### src/pkg/mode_switch_pkg.sv
// mode switch package: constants, states and carrier types
// assumes a core sequencer on the same clock drives all event strobes
package mode_switch_pkg;

  // ==========================================================
  // widths and field positions
  localparam int WORD_W   = 16;
  localparam int ADDR_W   = 20;
  localparam int MODE_BIT = 15;
  localparam int SEG_SHIFT = 4;
  localparam int VEC_SHIFT = 2;

  // ==========================================================
  // values after reset
  localparam logic [15:0] PSW_RST = 16'hF002;
  localparam logic [15:0] SEG_RST = 16'hFFFF;
  localparam logic [15:0] PC_RST  = 16'h0000;
  localparam logic [19:0] RESTART_ADDR = 20'hFFFF0;
  localparam logic        MODE_NATIVE  = 1'b1;
  localparam logic        MODE_EMUL    = 1'b0;
  localparam logic        WREN_RST     = 1'b0;

  // ==========================================================
  // sequencing states
  typedef enum logic [1:0] {
    ST_IDLE = 2'b00,
    ST_PUSH = 2'b01,
    ST_VEC  = 2'b10
  } seq_state_t;

  // one stack frame: status word, segment, counter
  typedef struct packed {
    logic [15:0] program_status_word;
    logic [15:0] seg;
    logic [15:0] pc;
  } frame_t;

  // vector fetched from the table
  typedef struct packed {
    logic [15:0] seg;
    logic [15:0] off;
  } vector_t;

endpackage

### src/design/cpu_mode_switch_control.sv
// mode flag control for native / emulation switching in the core
// assumes a sequencer on sys_clk that strobes decoded events one cycle
`timescale 1ns/1ps
module cpu_mode_switch_control
  import mode_switch_pkg::*;
(
  // clock and reset
  input  wire logic               sys_clk,
  input  wire logic               sys_rst,
  // decoded events from sequencer, one-cycle strobes
  input  wire logic               enterEmulationBreak,
  input  wire logic               callNative,
  input  wire logic               returnFromEmulation,
  input  wire logic               returnFromInterrupt,
  input  wire logic               statusWordPop,
  input  wire logic               interruptEntry,
  input  wire logic [7:0]         vectorNumberOperand,
  // popped stack frame, valid with the pop events
  input  wire frame_t             popFrame,
  // ordinary counter update from the sequencer
  input  wire logic               pcLoad,
  input  wire logic [15:0]        pcValue,
  // vector table read
  output logic                    vecReq,
  output logic [ADDR_W-1:0]       vecAddr,
  input  wire logic               vecValid,
  input  wire vector_t            vecData,
  // frame push toward the stack
  output logic                    pushValid,
  output frame_t                  pushFrame,
  // bus cycle kind
  input  wire logic               refreshCycle,
  // core state
  output logic                    modeFlag,
  output logic                    modeWritable,
  output logic [15:0]             programStatusWord,
  output logic [15:0]             programSegment,
  output logic [15:0]             programCounter,
  output logic [ADDR_W-1:0]       fetchAddr,
  output logic                    legacyDecode,
  output logic                    useBasePointer,
  output logic                    processorStatusBit3,
  output logic                    busy
);

  // ==========================================================
  // state carrier
  typedef struct packed {
    seq_state_t        st;
    logic [15:0]       program_status_word;
    logic [15:0]       seg;
    logic [15:0]       pc;
    logic              wren;
    logic              newMode;
    logic              pushV;
    frame_t            pushF;
    logic              vReq;
    logic [ADDR_W-1:0] vAddr;
    logic [ADDR_W-1:0] fAddr;
    logic              ps3;
  } state_t;

  state_t s_reg;
  state_t s_next;

  // physical address from segment and offset
  function automatic logic [ADDR_W-1:0] physAddr(input logic [15:0] seg,
                                                 input logic [15:0] off);
    physAddr = ({4'h0, seg} << SEG_SHIFT) + {4'h0, off};
  endfunction

  // vector table entry address
  function automatic logic [ADDR_W-1:0] vecLoc(input logic [7:0] num);
    vecLoc = {12'h000, num} << VEC_SHIFT;
  endfunction

  // status word restore honouring write protection of the flag
  function automatic logic [15:0] restorePsw(input logic [15:0] cur,
                                             input logic [15:0] popped,
                                             input logic        wr);
    restorePsw = popped;
    restorePsw[MODE_BIT] = wr ? popped[MODE_BIT] : cur[MODE_BIT];
  endfunction

  logic emul;
  logic takeBreak;
  logic takeCall;
  logic takeRetem;

  // ==========================================================
  // event qualification
  assign emul      = (s_reg.program_status_word[MODE_BIT] == MODE_EMUL);
  assign takeBreak = enterEmulationBreak & ~emul;
  assign takeCall  = callNative & emul;
  assign takeRetem = returnFromEmulation & emul;

  // next-state logic
  always_comb begin
    s_next = s_reg;
    s_next.pushV = 1'b0;
    case (s_reg.st)
      ST_IDLE: begin
        // interrupt entry wins over instruction events
        if (interruptEntry) begin
          s_next.pushF = '{program_status_word: s_reg.program_status_word, seg: s_reg.seg, pc: s_reg.pc};
          s_next.newMode = MODE_NATIVE;
          s_next.vAddr = vecLoc(vectorNumberOperand);
          s_next.st = ST_PUSH;
        end else if (takeBreak) begin
          s_next.pushF = '{program_status_word: s_reg.program_status_word, seg: s_reg.seg, pc: s_reg.pc};
          s_next.newMode = MODE_EMUL;
          s_next.wren = 1'b1;
          s_next.vAddr = vecLoc(vectorNumberOperand);
          s_next.st = ST_PUSH;
        end else if (takeCall) begin
          // flag is zero here, so the stacked flag is zero
          s_next.pushF = '{program_status_word: s_reg.program_status_word, seg: s_reg.seg, pc: s_reg.pc};
          s_next.pushF.program_status_word[MODE_BIT] = MODE_EMUL;
          s_next.newMode = MODE_NATIVE;
          s_next.vAddr = vecLoc(vectorNumberOperand);
          s_next.st = ST_PUSH;
        end else if (takeRetem) begin
          // flag taken from the frame, then locked
          s_next.seg = popFrame.seg;
          s_next.pc  = popFrame.pc;
          s_next.program_status_word = popFrame.program_status_word;
          s_next.wren = 1'b0;
        end else if (returnFromInterrupt) begin
          // a locked flag keeps its value, even when nested
          s_next.seg = popFrame.seg;
          s_next.pc  = popFrame.pc;
          s_next.program_status_word = restorePsw(s_reg.program_status_word, popFrame.program_status_word,
                                  s_reg.wren);
        end else if (statusWordPop) begin
          s_next.program_status_word = restorePsw(s_reg.program_status_word, popFrame.program_status_word,
                                  s_reg.wren);
        end else if (pcLoad) begin
          s_next.pc = pcValue;
        end
      end
      ST_PUSH: begin
        // one-cycle push of the saved frame
        s_next.pushV = 1'b1;
        s_next.vReq = 1'b1;
        s_next.st = ST_VEC;
      end
      ST_VEC: begin
        // wait for vector, then switch mode and load segment
        if (vecValid) begin
          s_next.vReq = 1'b0;
          s_next.seg = vecData.seg;
          s_next.pc  = vecData.off;
          s_next.program_status_word[MODE_BIT] = s_reg.newMode;
          s_next.st = ST_IDLE;
        end
      end
      default: begin
        s_next.st = ST_IDLE;
        s_next.vReq = 1'b0;
      end
    endcase
    // fetch inside the 64 KB segment of the loaded segment
    s_next.fAddr = physAddr(s_next.seg, s_next.pc);
    // status bit3: high in emulation, else only on refresh
    s_next.ps3 = (s_next.program_status_word[MODE_BIT] == MODE_EMUL) | refreshCycle;
  end

  // state register, reset gives native restart
  always_ff @(posedge sys_clk) begin
    if (sys_rst) begin
      s_reg.st      <= ST_IDLE;
      s_reg.program_status_word     <= PSW_RST;
      s_reg.seg     <= SEG_RST;
      s_reg.pc      <= PC_RST;
      s_reg.wren    <= WREN_RST;
      s_reg.newMode <= MODE_NATIVE;
      s_reg.pushV   <= 1'b0;
      s_reg.pushF   <= '0;
      s_reg.vReq    <= 1'b0;
      s_reg.vAddr   <= '0;
      s_reg.fAddr   <= RESTART_ADDR;
      s_reg.ps3     <= 1'b0;
    end else begin
      s_reg <= s_next;
    end
  end

  // ==========================================================
  // outputs
  assign modeFlag            = s_reg.program_status_word[MODE_BIT];
  assign modeWritable        = s_reg.wren;
  assign programStatusWord   = s_reg.program_status_word;
  assign programSegment      = s_reg.seg;
  assign programCounter      = s_reg.pc;
  assign fetchAddr           = s_reg.fAddr;
  assign legacyDecode        = emul;
  assign useBasePointer      = emul;
  assign processorStatusBit3 = s_reg.ps3;
  assign pushValid           = s_reg.pushV;
  assign pushFrame           = s_reg.pushF;
  assign vecReq              = s_reg.vReq;
  assign vecAddr             = s_reg.vAddr;
  assign busy                = (s_reg.st != ST_IDLE);

endmodule

### config.mk
export PLATFORM = sky130hd
export DESIGN_NAME = cpu_mode_switch_control
export DESIGN_NICKNAME = d
export VERILOG_FILES = /design/src/pkg/mode_switch_pkg.sv /design/src/design/cpu_mode_switch_control.sv
export SDC_FILE = /design/constraint.sdc
export NUM_CORES = 1
export LEC_CHECK = 0
export ABC_AREA = 1
export BUFFER_PORTS_ARGS = -buffer_cell sky130_fd_sc_hd__buf_2
export CORE_ASPECT_RATIO = 1.4
export CORE_UTILIZATION = 35
export CTS_CLUSTER_DIAMETER = 150
export DETAILED_ROUTE_END_ITERATION = 8
export GPL_TIMING_DRIVEN = 0
export PLACE_DENSITY = 0.69
export SETUP_SLACK_MARGIN = 0.05
export SYNTH_ARGS = -nofsm -noshare
export SYNTH_HDL_FRONTEND = slang
export SYNTH_SLANG_ARGS = --single-unit
### constraint.sdc
create_clock -name sys_clk -period 5.5 [get_ports sys_clk]
set_clock_uncertainty 0.05 [all_clocks]
set_input_delay 0.275 -clock sys_clk [delete_from_list [all_inputs] [get_ports sys_clk]]
set_output_delay 0.275 -clock sys_clk [all_outputs]
set_load 0.02 [all_outputs]
* Yosys cells after proc, flatten, opt, wreduce, memory -nomap -nowiden *
Index checks and enable logic that the tools add are counted.
W data, S select, Z words.

word-level totals
  bits in registers = 143
  bits in latches = 0
  RAM bits = 0
  ROM bits = 0
  input bits = 115
  memories kept = 0

operators by class
  $add $sub $neg = 1
  $mul = 0
  div/mod/pow operators = 0
  magnitude comparators = 0
  equal/unequal tests = 5
  shifts and indexed selects = 0
  mux-type cells = 32
  bitwise gates (word level) = 10
  reductions and logical operators = 10

operators by type and width
  operator              count
  $mux W48              5
  $mux W49              2
  $mux W16              6
  $pmux W32 S2          1
  $mux W20              3
  $mux W32              1
  $add A20 B16 Y20      1
  $mux W2               4
  $mux W1               6
  $not A1 Y1            6
  $pmux W2 S3           1
  $reduce_and A2 Y1     3
  $reduce_bool A3 Y1    2
  $reduce_and A5 Y1     1
  $ne A2 B2 Y1 const B  2
  $ne A4 B4 Y1 const B  1
  $reduce_and A4 Y1     1
  $reduce_bool A2 Y1    2
  $and A1 B1 Y1         3
  $mux W3               1
  $pmux W1 S3           1
  $eq A2 B1 Y1 const B  1
  $eq A2 B2 Y1 const B  1
  $logic_not A2 Y1      1
  other kinds (2)       2

* Logic depth before layout (Yosys ltp) *
  depth after elaboration = 10
  mapped depth = 23
  gate-level depth less buffers = 22

* Worst setup path before layout *
Ideal clock, no wire load.

  path kind = reg2reg
  start point = register s_reg (netlist bit programStatusWord[15])
  end point = register s_reg (netlist bit fetchAddr[16])
  arrival time = 2.712 ns
  setup slack = 2.615 ns
  stages on the path, launching flop included = 19
  period minus slack after synthesis = 2.885 ns
  path through = dfxtp_1 inv_2 nand2_4 nand3_4 nor2_4 nor2_4 buf_6 nor2_1 a211oi_2 nor2_1 inv_1 ha_1 fa_1 nand3_1 nand3_1 nand2_1 nand2_1 a21oi_1 o21ai_0

RTL lines
  item                    RTL line                        text
  start, declared         cpu_mode_switch_control.sv:63   state_t s_reg;
  start signal, assigned  cpu_mode_switch_control.sv:184  s_reg <= s_next;

==> impl_metrics.tcl <==
set metrics [dict create \
    status "complete, no violations" \
    dieArea_um2 19780 \
    dieHeight_um 166 \
    drtAntennaViolNets 0 \
    cts_setup_buffers 0 \
    netlist_instances 913 \
    ir_drop_v 0.0001657 \
    critical_path_class "register to register" \
    vias_per_cell 4.530 \
    post-route-drc-count 0 \
    hpwl_mm 16.70 \
    whs_ns 0.03029 \
    maxCapViolCount 0 \
    cp-start-kind "register" \
    ctsRootBufferMaster "clkbuf_16" \
    numCtsBuffers 17 \
    critPathTopFamily "simple AND/OR/NAND/NOR gates" \
    syn_avg_cell_area_um2 7.365 \
    cp_slowest_stage_delay_ns 0.48 \
    cts.sinks 127 \
    grt_use_total_pct 21.30 \
    cp_max_fo 10 \
    max_slew_margin_pct 54.25 \
    start_util_pct 36.00 \
    fin_nets 1318 \
    required_ns 5.72 \
    ys_seq_area_share_pct 37.81 \
    row_count 59 \
    crit_buf_inv 3 \
    arrival_ns 3.62 \
    grt_overflow 0 \
    area_growth_pct 33.01 \
    synthArstFlopShare_pct 0 \
    fin_util_pct 47.89 \
    cts_resized 0 \
    hold_path_class "input pin to register" \
    grt_max_degree 17 \
    worstMarginPinSlew_ns 0.6863 \
    drive_gt1_share_pct 39.15 \
    synth_edf_count 0 \
    drt-initial-drc-count 317 \
    hold_violations 0 \
    clk_pin_slew_ns 0.06 \
    cts_hold_buf 1 \
    yosysWarnings 0 \
    netlist_area_um2 6724 \
    ios 259 \
    final.min_clock_period_ns 3.395 \
    r2r_setup_slack_ns 2.11 \
    end_kind "register" \
    total_leakage_power_nw 4.667 \
    crit_slowest_cell "clkbuf_1" \
    fmax_mhz 294.6 \
    synth.distinct_cells 40 \
    power_mw 3.531 \
    largest_reg_flops 48 \
    cts-htree-levels 4 \
    maxSlewViolCount 0 \
    cts_tree "yes" \
    placement.io_buffers 246 \
    finalSetupViolations 0 \
    grt_pass1_vias 6138 \
    dp_cells 1414 \
    totalWireLength_mm 21.04 \
    synth_ff_type "dfxtp_1" \
    rsz0062_at_grt "false" \
    routedWlPerCell_um 14.52 \
    place.gp.congestion 0.9044 \
    pwr_density_cell_nw_per_um2 394.8 \
    worstSkewPairLatency_ns 0.41 \
    path_cells "inv_1 > nand2_1 > nor2_1 > nor2_1 > clkbuf_1 > o21ai_0 > nor2_1 > inv_1 > ha_1 > a21oi_1 > o21ai_0 > nand2_1 > nand3_1 > nand2_1 > nand2_1 > nand2_1 > nand3_1 > nand3_1" \
    post-route-period-util_pct 61.72 \
    core_um2 18680 \
    fin_tns_setup_ns 0 \
    synth.ff_latch_count 127 \
    first_pass_iters 5 \
    antenna_found_initial 2 \
    finalNonFillerCells 1449 \
    die_w_um 119.1 \
    cts.path.max_buffers 2 \
    grt_pass1_wl_mm 32.24 \
    cp_common_cell "nand2_1" \
    vias 6564 \
]
-- path summary, 6_finish.rpt --
| check | startpoint | to | cells after the start |
|---|---|---|---|
| worst max-delay path | s_reg[141]$_SDFFE_PP0P_ | fetchAddr[18]$_SDFF_PP1_ | 18 |
| worst min-delay path | popFrame[45] | programStatusWord[13]$_SDFFE_PP1P_ | 3 |
| worst max register to register | s_reg[141]$_SDFFE_PP0P_ | fetchAddr[18]$_SDFF_PP1_ | 18 |
| worst min register to register | s_reg[91]$_SDFFE_PP1P_ | s_reg[91]$_SDFFE_PP1P_ | 1 |
-- synthesized netlist by cell type, drive strengths merged, types with 2 or more instances --
cell type    n  area, um2
o211ai       5      37.54
xnor2        2      17.52
a21o         4      30.03
dfxtp      127       2542
nand3       34      192.7
inv         57      216.5
o21ai      100      504.2
a31oi        6      37.54
or2          6      37.54
nand3b       2      15.01
nand4        2      12.51
a21oi       30      150.1
clkbuf      20      75.07
o22ai       15      93.84
nor2       186      735.7
a211oi       9      112.6
buf        157       1159
ha          12      150.1
nand2      130      520.5
-- per-layer routing --
layer  routed length, um  part of all wire [%]  track usage [%]
met3                1120                   5.3            4.052
met4                 546                   2.6            9.356
met1                8559                    41            24.52
met5                   0                     0                0
met2               10820                    51            37.82
-- cells by family (layout without fill, tap and decap cells) --
kind of cell,Yosys count,after routing,share of synthesized area [%]
xor+xnor,3,3,0.3908
flops,127,127,37.81
other cells,1,14,0.05577
fa+ha+maj,13,13,2.531
compound gates,175,175,15.13
simple gates,360,360,22.52
buf+inv,234,513,21.57
-- report_power, final --
| part | total, mW | internal, mW | leakage (nW) | switching, mW |
|---|---|---|---|---|
| registers | 1.13 | 1.06 | 1.05 | 0.0714 |
| clock network | 1.18 | 0.753 | 0.296 | 0.429 |
| logic | 1.22 | 0.498 | 3.32 | 0.718 |
-- worst register-to-register path, stage by stage, from the launching register on --
cell and delay (ns):
dfxtp_1 0.35, inv_1 0.07, nand2_1 0.06, nor2_1 0.06
nor2_1 0.26, clkbuf_1 0.48, o21ai_0 0.16, nor2_1 0.25
inv_1 0.11, ha_1 0.42, a21oi_1 0.12, o21ai_0 0.23
nand2_1 0.08, nand3_1 0.16, nand2_1 0.07, nand2_1 0.11
nand2_1 0.07, nand3_1 0.07, nand3_1 0.08
-- cell type report --
cell class / instances / area, um2
fillers: 1889 / 9733
multi-input cells: 563 / 2773
flip-flops and latches: 127 / 2542
repair buffers: 247 / 1241
plain buffers: 177 / 1234
clock buffers: 21 / 470.5
well taps: 244 / 305.3
inverters: 57 / 216.5
clock inverters: 11 / 156.4
diodes: 2 / 5.005
-- cell usage in the layout (no fill, tap or decap), types with 4 or more instances in the layout --
master and n:
buf_2 260, o21ai_0 90, a211oi_2 9, buf_6 4
o21ai_1 9, nor2_1 181, nand2_2 4, nand3_1 31
o211ai_1 5, clkbuf_1 21, ha_1 12, a31oi_1 6
inv_2 6, clkbuf_16 17, a21o_1 4, nor2_4 5
inv_1 50, dfxtp_1 127, nand2_1 123, conb_1 12
or2_2 5, a21oi_1 30, clkinv_4 4, buf_4 139
o22ai_1 15
-- through the flow --
step	worst slack (ns)	cell area, um2
floorplan	2.615	6765
global placement	2.230	8302
detailed placement	2.178	8302
CTS	2.145	8939
global route	1.852	8944
finish	2.105	8944
(Power assumes the default switching activity.)
